### src/design/cgtw_defines.vh
// Purpose: Constants for the cutter gain schedule and thickness window.
// Assumes: APB slave, 32-bit data, one word per register.
// Notes: Register map, field positions, limits and fraction scaling.
`ifndef CGTW_DEFINES_VH
`define CGTW_DEFINES_VH

// Register byte addresses
`define CGTW_ADDR_CTRL 8'h00
`define CGTW_ADDR_BASE_GAIN 8'h04
`define CGTW_ADDR_TOP_GAIN 8'h08
`define CGTW_ADDR_MAX_SPEED 8'h0C
`define CGTW_ADDR_WIN_OPEN 8'h10
`define CGTW_ADDR_WIN_CLOSE 8'h14
`define CGTW_ADDR_REV_INCR 8'h18
`define CGTW_ADDR_STATUS 8'h1C
`define CGTW_ADDR_GAIN_NOW 8'h20

// Control register field positions
`define CGTW_CTRL_SCHED_BIT 0
`define CGTW_CTRL_PROFILE_BIT 1
`define CGTW_CTRL_THICK_LSB 2
`define CGTW_CTRL_THICK_MSB 3

// Status register field positions
`define CGTW_STAT_WIN_BIT 0
`define CGTW_STAT_BUSY_BIT 1

// Limits and reset values
`define CGTW_THICK_MAX 2'h2
`define CGTW_SPEED_MIN 24'h000001
`define CGTW_SPEED_MAX 24'h98967F
`define CGTW_RST_GAIN 16'h0100
`define CGTW_RST_MAX_SPEED 24'h98967F
`define CGTW_RST_REV_INCR 24'h004E20
`define CGTW_RST_WIN_OPEN 24'h000000
`define CGTW_RST_WIN_CLOSE 24'h000000

// Fraction scaling: unity speed ratio is 2^16
`define CGTW_FRAC_BITS 16
`define CGTW_FRAC_ONE 17'h10000

`endif

### src/design/cgtw_top.v
// Purpose: Cutter P-gain schedule, tuning profile and thickness window.
// Assumes: Speed and position come from logic on the same clock.
// Notes: APB slave; answers with pready in the access cycle.
`timescale 1ns/1ps
`include "cgtw_defines.vh"

module cgtw_top #(
    parameter GW = 16,
    parameter SW = 24,
    parameter PW = 24
) (
    input wire core_clk_in,
    input wire sys_rst_in,
    input wire psel_in,
    input wire penable_in,
    input wire pwrite_in,
    input wire [7:0] paddr_in,
    input wire [31:0] pwdata_in,
    output reg [31:0] prdata_out,
    output reg pready_out,
    output reg pslverr_out,
    input wire [SW-1:0] line_speed_in,
    input wire [PW-1:0] roll_pos_in,
    output reg [GW-1:0] p_gain_out,
    output reg app_profile_out,
    output reg [1:0] thick_level_out,
    output reg thick_win_out
);

    // Settings written by software
    reg sched_sel_q; // Gain schedule select
    reg profile_q; // Tuning profile
    reg [1:0] thick_mode_q; // Thickness tuning level
    reg [GW-1:0] base_gain_q; // Base cutter gain
    reg [GW-1:0] top_gain_q; // Gain at maximum line speed
    reg [SW-1:0] max_speed_q; // Maximum line speed
    reg [PW-1:0] win_open_q; // Window opening position
    reg [PW-1:0] win_close_q; // Window closing position
    reg [PW-1:0] rev_incr_q; // Increments per revolution

    // Working state
    reg [PW-1:0] pos_mod_q; // Position folded into one revolution
    reg in_win_q; // Position is inside the window
    wire [PW-1:0] pos_fold; // Fold of the raw position
    wire open_ok; // At or past the opening position
    wire close_ok; // At or before the closing position
    wire in_win_d; // Window decision for this position
    wire interp_busy; // Interpolator running
    wire interp_done; // Interpolator result ready
    wire [GW-1:0] interp_gain; // Speed-scaled gain
    wire [GW-1:0] gain_d; // Gain to present next

    // APB decode
    wire apb_acc; // Access phase of a transfer
    wire apb_wr; // Write takes effect
    reg addr_hit; // Address is mapped
    reg [31:0] rd_mux; // Read data for the address

    // A write lands only on a mapped address in the access cycle
    assign apb_acc = psel_in & penable_in;
    assign apb_wr = apb_acc & pwrite_in & addr_hit;

    // Address decode and read data
    always @* begin
        addr_hit = 1'b1;
        rd_mux = 32'h00000000;
        case (paddr_in)
            `CGTW_ADDR_CTRL: begin
                rd_mux[`CGTW_CTRL_SCHED_BIT] = sched_sel_q;
                rd_mux[`CGTW_CTRL_PROFILE_BIT] = profile_q;
                rd_mux[`CGTW_CTRL_THICK_MSB:`CGTW_CTRL_THICK_LSB] =
                    thick_mode_q;
            end
            `CGTW_ADDR_BASE_GAIN: rd_mux[GW-1:0] = base_gain_q;
            `CGTW_ADDR_TOP_GAIN: rd_mux[GW-1:0] = top_gain_q;
            `CGTW_ADDR_MAX_SPEED: rd_mux[SW-1:0] = max_speed_q;
            `CGTW_ADDR_WIN_OPEN: rd_mux[PW-1:0] = win_open_q;
            `CGTW_ADDR_WIN_CLOSE: rd_mux[PW-1:0] = win_close_q;
            `CGTW_ADDR_REV_INCR: rd_mux[PW-1:0] = rev_incr_q;
            `CGTW_ADDR_STATUS: begin
                rd_mux[`CGTW_STAT_WIN_BIT] = in_win_q;
                rd_mux[`CGTW_STAT_BUSY_BIT] = interp_busy;
            end
            `CGTW_ADDR_GAIN_NOW: rd_mux[GW-1:0] = p_gain_out;
            default: addr_hit = 1'b0;
        endcase
    end

    // Bus answer: ready in every access cycle, error when unmapped.
    // Ready is raised only by a setup cycle, so it lasts exactly one
    // access cycle; read data is latched from the setup cycle so it
    // is steady for the whole access phase.
    always @(posedge core_clk_in) begin
        if (sys_rst_in) begin
            prdata_out <= 32'h00000000;
            pready_out <= 1'b0;
            pslverr_out <= 1'b0;
        end else begin
            pready_out <= psel_in & ~pready_out & ~penable_in;
            pslverr_out <= psel_in & ~penable_in & ~addr_hit;
            if (psel_in && !penable_in && !pwrite_in) begin
                prdata_out <= rd_mux;
            end
        end
    end

    // Setting registers; writes land at the completing edge.
    // Refused values leave the old setting in place, so the loop never
    // sees a level or a speed scale that the rules do not allow.
    always @(posedge core_clk_in) begin
        if (sys_rst_in) begin
            sched_sel_q <= 1'b0;
            profile_q <= 1'b0;
            thick_mode_q <= 2'h0;
            base_gain_q <= `CGTW_RST_GAIN;
            top_gain_q <= `CGTW_RST_GAIN;
            max_speed_q <= `CGTW_RST_MAX_SPEED;
            win_open_q <= `CGTW_RST_WIN_OPEN;
            win_close_q <= `CGTW_RST_WIN_CLOSE;
            rev_incr_q <= `CGTW_RST_REV_INCR;
        end else if (apb_wr && pready_out) begin
            case (paddr_in)
                `CGTW_ADDR_CTRL: begin
                    sched_sel_q <= pwdata_in[`CGTW_CTRL_SCHED_BIT];
                    profile_q <= pwdata_in[`CGTW_CTRL_PROFILE_BIT];
                    // Level 3 is refused; the old level stays
                    if (pwdata_in[`CGTW_CTRL_THICK_MSB:
                                  `CGTW_CTRL_THICK_LSB] <=
                        `CGTW_THICK_MAX) begin
                        thick_mode_q <= pwdata_in[`CGTW_CTRL_THICK_MSB:
                                                  `CGTW_CTRL_THICK_LSB];
                    end
                end
                `CGTW_ADDR_BASE_GAIN: base_gain_q <= pwdata_in[GW-1:0];
                `CGTW_ADDR_TOP_GAIN: top_gain_q <= pwdata_in[GW-1:0];
                `CGTW_ADDR_MAX_SPEED: begin
                    // Out-of-range max speed is refused
                    if (pwdata_in[SW-1:0] >= `CGTW_SPEED_MIN &&
                        pwdata_in[SW-1:0] <= `CGTW_SPEED_MAX &&
                        pwdata_in[31:SW] == 0) begin
                        max_speed_q <= pwdata_in[SW-1:0];
                    end
                end
                `CGTW_ADDR_WIN_OPEN: win_open_q <= pwdata_in[PW-1:0];
                `CGTW_ADDR_WIN_CLOSE: win_close_q <= pwdata_in[PW-1:0];
                `CGTW_ADDR_REV_INCR: begin
                    // Zero increments per revolution would break the fold
                    if (pwdata_in[PW-1:0] != 0) begin
                        rev_incr_q <= pwdata_in[PW-1:0];
                    end
                end
                default: begin
                    // Read-only or unmapped: nothing stored
                end
            endcase
        end
    end

    // Speed-proportional gain, recomputed continuously.
    // The interpolator restarts as soon as it finishes while select is 1;
    // a result lands at least every eighteen cycles, far faster than a line
    // speed change, so the loop never holds a stale gain for long.
    cgtw_gain_interp #(
        .GW(GW),
        .SW(SW)
    ) u_interp (
        .core_clk_in(core_clk_in),
        .sys_rst_in(sys_rst_in),
        .start_in(sched_sel_q),
        .speed_in(line_speed_in),
        .max_speed_in(max_speed_q),
        .base_gain_in(base_gain_q),
        .top_gain_in(top_gain_q),
        .busy_out(interp_busy),
        .done_out(interp_done),
        .gain_out(interp_gain)
    );

    // Constant gain in select 0, scaled gain in select 1
    // Switching select back to 0 takes the base gain on the next edge
    assign gain_d = sched_sel_q ? interp_gain : base_gain_q;

    // Position relative to the cut pulse, folded into one revolution.
    // Only one subtraction is made, so the roll position must stay
    // below two revolutions; the drive wraps it at the cut pulse.
    assign pos_fold = (roll_pos_in >= rev_incr_q) ?
                      roll_pos_in - rev_incr_q : roll_pos_in;
    assign open_ok = pos_mod_q >= win_open_q;
    assign close_ok = pos_mod_q <= win_close_q;
    // A window with open above close spans the cut pulse
    assign in_win_d = (win_open_q <= win_close_q) ?
                      (open_ok & close_ok) :
                      (open_ok | close_ok);

    // Outputs to the loop.
    // Window flag and level use the same decision, so the level can
    // never show outside the window, not even for one cycle.
    always @(posedge core_clk_in) begin
        if (sys_rst_in) begin
            pos_mod_q <= {PW{1'b0}};
            in_win_q <= 1'b0;
            p_gain_out <= `CGTW_RST_GAIN;
            app_profile_out <= 1'b0;
            thick_level_out <= 2'h0;
            thick_win_out <= 1'b0;
        end else begin
            pos_mod_q <= pos_fold;
            in_win_q <= in_win_d;
            thick_win_out <= in_win_d;
            app_profile_out <= profile_q;
            // Thickness level only while inside the window
            thick_level_out <= in_win_d ? thick_mode_q : 2'h0;
            // Scaled gain updates on each finished computation
            if (!sched_sel_q) begin
                p_gain_out <= gain_d;
            end else if (interp_done) begin
                p_gain_out <= gain_d;
            end
        end
    end

endmodule

### src/design/cgtw_gain_interp.v
// Purpose: Speed-proportional gain between base and top gain.
// Assumes: Operands stay steady while busy; max speed is non-zero.
// Notes: Ratio by 16-step restoring division, then one multiply.
`timescale 1ns/1ps
`include "cgtw_defines.vh"

module cgtw_gain_interp #(
    parameter GW = 16,
    parameter SW = 24
) (
    input wire core_clk_in,
    input wire sys_rst_in,
    input wire start_in,
    input wire [SW-1:0] speed_in,
    input wire [SW-1:0] max_speed_in,
    input wire [GW-1:0] base_gain_in,
    input wire [GW-1:0] top_gain_in,
    output reg busy_out,
    output reg done_out,
    output reg [GW-1:0] gain_out
);

    localparam FB = `CGTW_FRAC_BITS;

    reg [SW:0] rem_q; // Division remainder
    reg [FB:0] frac_q; // Speed ratio, 2^16 means full speed
    reg [4:0] step_q; // Division steps left
    reg fin_q; // Multiply stage pending
    wire [SW:0] rem_sh; // Remainder shifted by one
    wire rem_ge; // Shifted remainder reaches divisor
    wire signed [GW+1:0] diff_s; // Top minus base, signed
    wire signed [GW+FB+2:0] prod_s; // Difference times ratio
    wire signed [GW+2:0] sum_s; // Base plus scaled difference

    assign rem_sh = {rem_q[SW-1:0], 1'b0};
    assign rem_ge = rem_sh >= {1'b0, max_speed_in};
    assign diff_s = $signed({2'b00, top_gain_in}) -
                    $signed({2'b00, base_gain_in});
    assign prod_s = diff_s * $signed({1'b0, frac_q});
    assign sum_s = $signed({3'b000, base_gain_in}) +
                   $signed(prod_s[GW+FB+2:FB]);

    // Divide speed by max speed, then scale the gain span
    always @(posedge core_clk_in) begin
        if (sys_rst_in) begin
            rem_q <= {(SW+1){1'b0}};
            frac_q <= {(FB+1){1'b0}};
            step_q <= 5'h00;
            fin_q <= 1'b0;
            busy_out <= 1'b0;
            done_out <= 1'b0;
            gain_out <= {GW{1'b0}};
        end else begin
            done_out <= 1'b0;
            if (start_in && !busy_out) begin
                busy_out <= 1'b1;
                if (speed_in >= max_speed_in) begin
                    // Full speed or above clamps to the top gain
                    frac_q <= `CGTW_FRAC_ONE;
                    step_q <= 5'h00;
                    fin_q <= 1'b1;
                end else begin
                    rem_q <= {1'b0, speed_in};
                    frac_q <= {(FB+1){1'b0}};
                    step_q <= 5'h10;
                    fin_q <= 1'b0;
                end
            end else if (busy_out && step_q != 5'h00) begin
                // One quotient bit per cycle
                if (rem_ge) begin
                    rem_q <= rem_sh - {1'b0, max_speed_in};
                end else begin
                    rem_q <= rem_sh;
                end
                frac_q <= {frac_q[FB-1:0], rem_ge};
                step_q <= step_q - 5'h01;
                fin_q <= (step_q == 5'h01);
            end else if (busy_out && fin_q) begin
                // Result lies between base and top, so it fits
                gain_out <= sum_s[GW-1:0];
                fin_q <= 1'b0;
                busy_out <= 1'b0;
                done_out <= 1'b1;
            end
        end
    end

endmodule

### config.mk
export PLATFORM = sky130hd
export DESIGN_NAME = cgtw_top
export DESIGN_NICKNAME = d
export VERILOG_FILES = /design/src/design/cgtw_top.v /design/src/design/cgtw_gain_interp.v
export VERILOG_INCLUDE_DIRS = /design/src /design/src/design
export SDC_FILE = /design/constraint.sdc
export NUM_CORES = 2
export LEC_CHECK = 0
export BUFFER_PORTS_ARGS = -buffer_cell sky130_fd_sc_hd__buf_2
export CORE_ASPECT_RATIO = 1.5
export CORE_MARGIN = 2
export CORE_UTILIZATION = 40
export CTS_CLUSTER_DIAMETER = 40
export DETAILED_ROUTE_END_ITERATION = 6
export HOLD_SLACK_MARGIN = 0.02
export SYNTH_ARGS = -nofsm -noshare
export SYNTH_HDL_FRONTEND = slang
export SYNTH_SLANG_ARGS = --single-unit
### constraint.sdc
create_clock -name core_clk_in -period 8.9 [get_ports core_clk_in]
set_clock_uncertainty 0.05 [all_clocks]
set_input_delay 0.445 -clock core_clk_in [delete_from_list [all_inputs] [get_ports core_clk_in]]
set_output_delay 0.445 -clock core_clk_in [all_outputs]
set_load 0.1 [all_outputs]
# ---- Yosys cells after proc, flatten, opt, wreduce, memory -nomap -nowiden
# Index checks and enable logic that the tools add are counted.
dict set report classes {
  addsub 5
  multipliers 1
  order_cmp 9
  n_eq_ne 12
  n_mux 27
  n_bitwise 15
  reduce_logical 32
}
# op count
set ops {}
lappend ops {{$mux W24} 5}
lappend ops {{$pmux W12 S7} 1}
lappend ops {{$ge A24 B24 Y1} 3}
lappend ops {{$mux W17} 3}
lappend ops {{$le A24 B24 Y1} 2}
lappend ops {{$mux W16} 3}
lappend ops {{$sub A24 B24 Y24} 2}
lappend ops {{$eq A8 B5 Y1 const B} 4}
lappend ops {{$mul A17 B18 Y32} 1}
lappend ops {{$pmux W8 S4} 1}
lappend ops {{$ge A25 B24 Y1} 1}
lappend ops {{$ge A24 B1 Y1 const B} 1}
lappend ops {{$le A24 B24 Y1 const B} 1}
lappend ops {{$reduce_bool A24 Y1} 1}
lappend ops {{$pmux W2 S9} 1}
lappend ops {{$sub A16 B16 Y17} 1}
lappend ops {{$add A16 B16 Y16} 1}
lappend ops {{$eq A8 B4 Y1 const B} 2}
lappend ops {{$logic_not A8 Y1} 2}
lappend ops {{$pmux W2 S8} 1}
lappend ops {{$mux W5} 3}
lappend ops {{$reduce_and A2 Y1} 7}
lappend ops {{$reduce_and A3 Y1} 4}
lappend ops {{$mux W1} 9}
lappend ops {{18 further kinds} 41}
dict set report word_totals {
  regBits 267
  input_bits 93
}

# ---- Logic depth before layout (Yosys ltp)
dict set report depth {
  word_depth 6
  depth_mapped 43
  depth_no_buf 42
}

# ---- Modules after synthesis
# Synthesis repeated with hierarchy kept, for this count alone.
dict set report hier_totals {
  cells_unflattened 3204
  hier_area_um2 26424.1
}
# mod n_inst cells_per_inst area_each_um2
set modules_own_cells {}
lappend modules_own_cells {cgtw_gain_interp 1 1810 14904.3}
lappend modules_own_cells {cgtw_top 1 1394 11519.8}

# ---- Least setup slack after synthesis
# OpenSTA, ideal clock, no wires.
dict set report synth_path {
  path_kind {register -> register}
  start {register base_gain_q[0]}
  end {register u_interp.gain_out[15]}
  t_arrival_ns 9.674
  slack_ns -0.904
  path_stages_with_launch 40
  period_less_slack_ns 9.804
  cell_sequence {dfxtp_1 > ha_1 > fa_1 > nor2b_1 > o21ai_0 > a21oi_1 > a21oi_1 > o21bai_1 > a21oi_1 > xnor2_1 > clkbuf_1 > nand2_1 > fa_1 > fa_1 > fa_1 > inv_1 > fa_1 > fa_1 > [... 4 more ...] > a211oi_1 > nand4b_1 > nor3b_2 > nor3_2 > a311oi_2 > and2b_2 > o21a_1 > nor2_1 > xnor2_1 > ha_1 > a21oi_1 > o21ai_0 > o31a_1 > a31oi_1 > o21ai_0 > xnor3_1 > xor3_1 > a211oi_2}
}
dict set report synth_between {
  elab_chain_cells 3
}
# element line
set synth_lines {}
lappend synth_lines {{from (decl)} cgtw_top.v:34} ;# reg [GW-1:0] base_gain_q;
lappend synth_lines {{from (signal assigned)} cgtw_top.v:115} ;# base_gain_q <= `CGTW_RST_GAIN;
lappend synth_lines {{from (signal assigned)} cgtw_top.v:134} ;# `CGTW_ADDR_BASE_GAIN: base_gain_q <= pwdata_in[GW-1:0];
lappend synth_lines {{$sub A16 B16 Y17} cgtw_gain_interp.v:37} ;# assign diff_s = $signed({2'b00, top_gain_in}) -
lappend synth_lines {{$mul A17 B18 Y32} cgtw_gain_interp.v:39} ;# assign prod_s = diff_s * $signed({1'b0, frac_q});
lappend synth_lines {{$add A16 B16 Y16 *} cgtw_gain_interp.v:40} ;# assign sum_s = $signed({3'b000, base_gain_in}) +
lappend synth_lines {{to (signal assigned)} cgtw_gain_interp.v:52} ;# gain_out <= {GW{1'b0}};
lappend synth_lines {{to (signal assigned)} cgtw_gain_interp.v:80} ;# gain_out <= sum_s[GW-1:0];
lappend synth_lines {{to (decl)} cgtw_gain_interp.v:20} ;# output reg [GW-1:0] gain_out
# Mark *: on every way between the ends. The rest lies on a longest branch, timed or not.
# A chain may end at the register's enable or synchronous reset.

# ---- Worst setup path in the final report
dict set report layout_path {
  start {register top_gain_q[0]}
  end {register u_interp.gain_out[15]}
}
dict set report layout_between {
  elab_chain_cells 3
}
# element line
set layout_lines {}
lappend layout_lines {{from (decl)} cgtw_top.v:35} ;# reg [GW-1:0] top_gain_q;
lappend layout_lines {{from (signal assigned)} cgtw_top.v:116} ;# top_gain_q <= `CGTW_RST_GAIN;
lappend layout_lines {{from (signal assigned)} cgtw_top.v:135} ;# `CGTW_ADDR_TOP_GAIN: top_gain_q <= pwdata_in[GW-1:0];
lappend layout_lines {{$sub A16 B16 Y17} cgtw_gain_interp.v:37}
lappend layout_lines {{$mul A17 B18 Y32} cgtw_gain_interp.v:39}
lappend layout_lines {{$add A16 B16 Y16} cgtw_gain_interp.v:40}
# Every way passes these cells.

==> summary.txt <==
Setup path
  • Crit-path slowest cell: fa_1
  • CP Capture Type: register
  • CP max FO: 4
  • Critical path's top delay family: adder cells
  • R2R depth: 40
  • CP bufs+invs: 5
  • Worst path max stage delay: between 0.5 and 0.6 ns
  • Top cell by count, worst path: fa_1
  • Crit path DAT: just under 10 ns
  • Critical Path Stages: 40
  • CP Class: reg2reg
  • Worst setup SP type: register
  • Critical path required time: approximately 9.4 ns

Status
  • Violated checks: setup timing
  • Status: finished with violations

Route
  • Via count: 22800
  • DRC viols: 0
  • Router iterations before antenna repair: 6
  • Total Routed Length: 82.7 mm
  • Top Layer Used: met4
  • Met1 WL: 31.5 mm
  • Starting DRC count in detailed routing: around 1400
  • Routed Antenna Nets: 0
  • DR WL met2: 42.7 mm
  • Via density: 5.32
  • Wire length per cell: just under 20 µm
  • Met3 Wirelength: 2.96 mm

Synthesis
  • Mux share of post-synthesis cell area: 2.03%
  • Largest family of logic cells by synthesized area: adder cells
  • Async SR Flop Fraction: 0%
  • Ys Warns: 0
  • Post-synth EDFFs: 0
  • Synth Area in Adders: between 30% and 40%
  • Synth Instances: 3186
  • Count of state elements after synthesis: 267
  • Post-synth cell types: 87
  • Post-synth top flop: dfxtp_1
  • Mapped cell area: 26200 µm²
  • Synth Area in XOR/XNOR: between 2 and 3%
  • Compound-Gate Fraction of Synth Area: 16.8%
  • Seq/Total Area, Yosys: 20.4%
  • Simple-gate share of the synthesized area: a little under a fifth
  • Avg Synthesized Cell Area: 8.21 µm²

Die
  • Die H: between 300 and 400 µm
  • Chip Width: between 200 and 250 µm
  • Row count: 114
  • # IOs: roughly 150
  • DIE AREA: 67500 µm²
  • Initial Util: 40.5%
  • Core footprint: roughly 65000 µm²

Clocking
  • Clock H-tree levels: 1
  • CTS tree: yes
  • TritonCTS Sinks: 267
  • Root Buffer: clkbuf_16
  • CTS Buf Count: 31
  • Skew-Pair Late Insertion Delay: around 0.62 ns
  • CTS Buffer Depth: 3
  • Cts hold-fix bufs: 0
  • CTS clk-pin slew, worst paths: 0.07 ns

Timing
  • Tcrit/Tclk final: 105%
  • Min Tclk post-route: 9.38 ns
  • Rel. slew slack: between 20% and 30%
  • Max-slew violation count: 0
  • Final setup fails: 6
  • Min setup slack post-route: -0.477 ns
  • RSZ-0062 raised after global routing: true
  • Worst Tran Pin Value: 1.17 ns
  • Hold Vio Cnt, Final: 0
  • Max Fclk: 0.107 GHz
  • Worst Hold Slack: between 0.06 and 0.07 ns
  • Setup TNS: -1.88 ns

Layout
  • Fill count: 6427
  • Layout cells sized above 1: between 15 and 20%
  • Layout area overhead: 16.6%
  • # nets final: 4003
  • Antenna diode count: 0

Global routing
  • Global Route Usage Sum: 24.9%
  • Initial antenna violation count: 0
  • Grt ovf: 0
  • Largest net degree at the start of global routing: between 100 and 150
  • Vias in the first global route: 23300
  • Global-route wire length before repair: approximately 130 mm

Placed design
  • Detailed placer's ending HPWL: 66.0 mm
  • GP Congestion: between 0.9 and 1
  • Port buffer count: between 100 and 150
  • Pre-CTS setup slack: -0.601 ns

Pwr
  • Peak VDD IR: 0.000159 V
  • Pwr Density: between 90 and 100 nW/µm²
  • Pwr Total: 2.89 mW
  • P_leak: 14.2 nW

Flow run
  • Number of max-cap violations: 0

Min path
  • Worst hold path class: in2reg
  • WHS Path Cells: 3
area by class of cell:
type                    instances  area [µm²]  share of cell area, %
clock inverters                19         244                  0.800
flip-flops and latches        267        5360                   17.6
clock buffers                  38         852                   2.79
well taps                     870        1090                   3.57
inverters                     410        1540                   5.04
repair buffers                354        2440                   7.99
multi-input cells            2334       19000                   62.3
final timing paths:
kind	endpoint	slack [ns]	startpoint
worst min-delay path	win_open_q[22]	0.07	pwdata_in[22]
worst max-delay path	u_interp.gain_out[15]	-0.48	top_gain_q[0]
worst min register to register	u_interp.gain_out[4]	0.40	u_interp.gain_out[4]
worst max register to register	u_interp.gain_out[15]	-0.48	top_gain_q[0]
registers in the layout, indices dropped and copies added (netlist names), 5 cells and up:
| name | flops |
|---|---|
| p_gain_out | 16 |
| win_close_q | 24 |
| win_open_q | 24 |
| rev_incr_q | 24 |
| top_gain_q | 16 |
| base_gain_q | 16 |
| prdata_out | 24 |
| u_interp.step_q | 5 |
| u_interp.gain_out | 16 |
| u_interp.frac_q | 17 |
| u_interp.rem_q | 24 |
| pos_mod_q | 24 |
| max_speed_q | 24 |
cells in the mapped netlist, types with 52 or more instances:
cell type,count,area (µm²)
nand3_1,56,280
ha_1,285,3570
fa_1,227,4540
clkbuf_1,147,552
and2_1,106,663
nand2_1,445,1670
xnor2_1,53,464
o21ai_0,75,375
mux2i_1,52,521
a21o_1,55,413
inv_1,410,1540
nor2_1,199,747
dfxtp_1,267,5350
a21oi_1,234,1170
power by group:
part | switching, mW | internal, mW
Sequential | 0.00990 | 1.21
Clock | 0.585 | 0.783
Combinational | 0.203 | 0.0994
repair_timing:
item / in CTS / in global routing
endpoints found under the hold margin: 0 / 0
setup buffers: 19 / 3
pin swaps: 35 / 15
cloned: 1 / 0
setup endpoints to repair: 6 / 10
resized for setup: 34 / 6
metrics by stage:
| stage | utilization [%] | area, µm² | cells |
|---|---|---|---|
| after global placement | 45.0 | 29100 | 4215 |
| after CTS | 47.2 | 30500 | 4289 |
| final | 47.2 | 30500 | 4292 |
| after detailed placement | 45.0 | 29100 | 4215 |
| after global routing | 47.2 | 30500 | 4292 |
| after floorplan | - | 26500 | 3193 |
metal layers:
layer / track usage, % / up-vias
li1: - / 11000
met1: 27.7 / 11000
met2: 45.7 / 575
met3: 2.26 / 188
met4: 14.9 / 0
met5: 0 / -
cell families (layout without fill, tap and decap cells):
group | Yosys count | after routing
compound gates | 655 | 655
xor+xnor | 76 | 76
fa+ha+maj | 512 | 512
buf+inv | 592 | 821
flops | 267 | 267
mux | 53 | 53
other cells | 1 | 8
simple gates | 1030 | 1030
tightest hold or removal path: stages:
cell     delay [ns]
buf_2          0.13
nand2_1        0.06
a21oi_1        0.05
placed cells by master (no fill, tap or decap), drive strengths merged, types with 16 or more instances in the layout:
master / n
a21oi: 234
dfxtp: 267
a22oi: 21
nor2: 199
o21ai: 79
nand4: 24
o21a: 23
a21o: 55
a211o: 23
a22o: 25
nor2b: 50
xnor2: 53
and2: 108
or2: 16
inv: 416
and3: 22
nor3: 33
a211oi: 37
fa: 227
buf: 352
mux2i: 52
a31oi: 24
nand2: 445
a21bo: 19
nand3: 56
clkbuf: 39
xor2: 21
ha: 285
nand2b: 26
a221oi: 16
(Power assumes the default switching activity.)
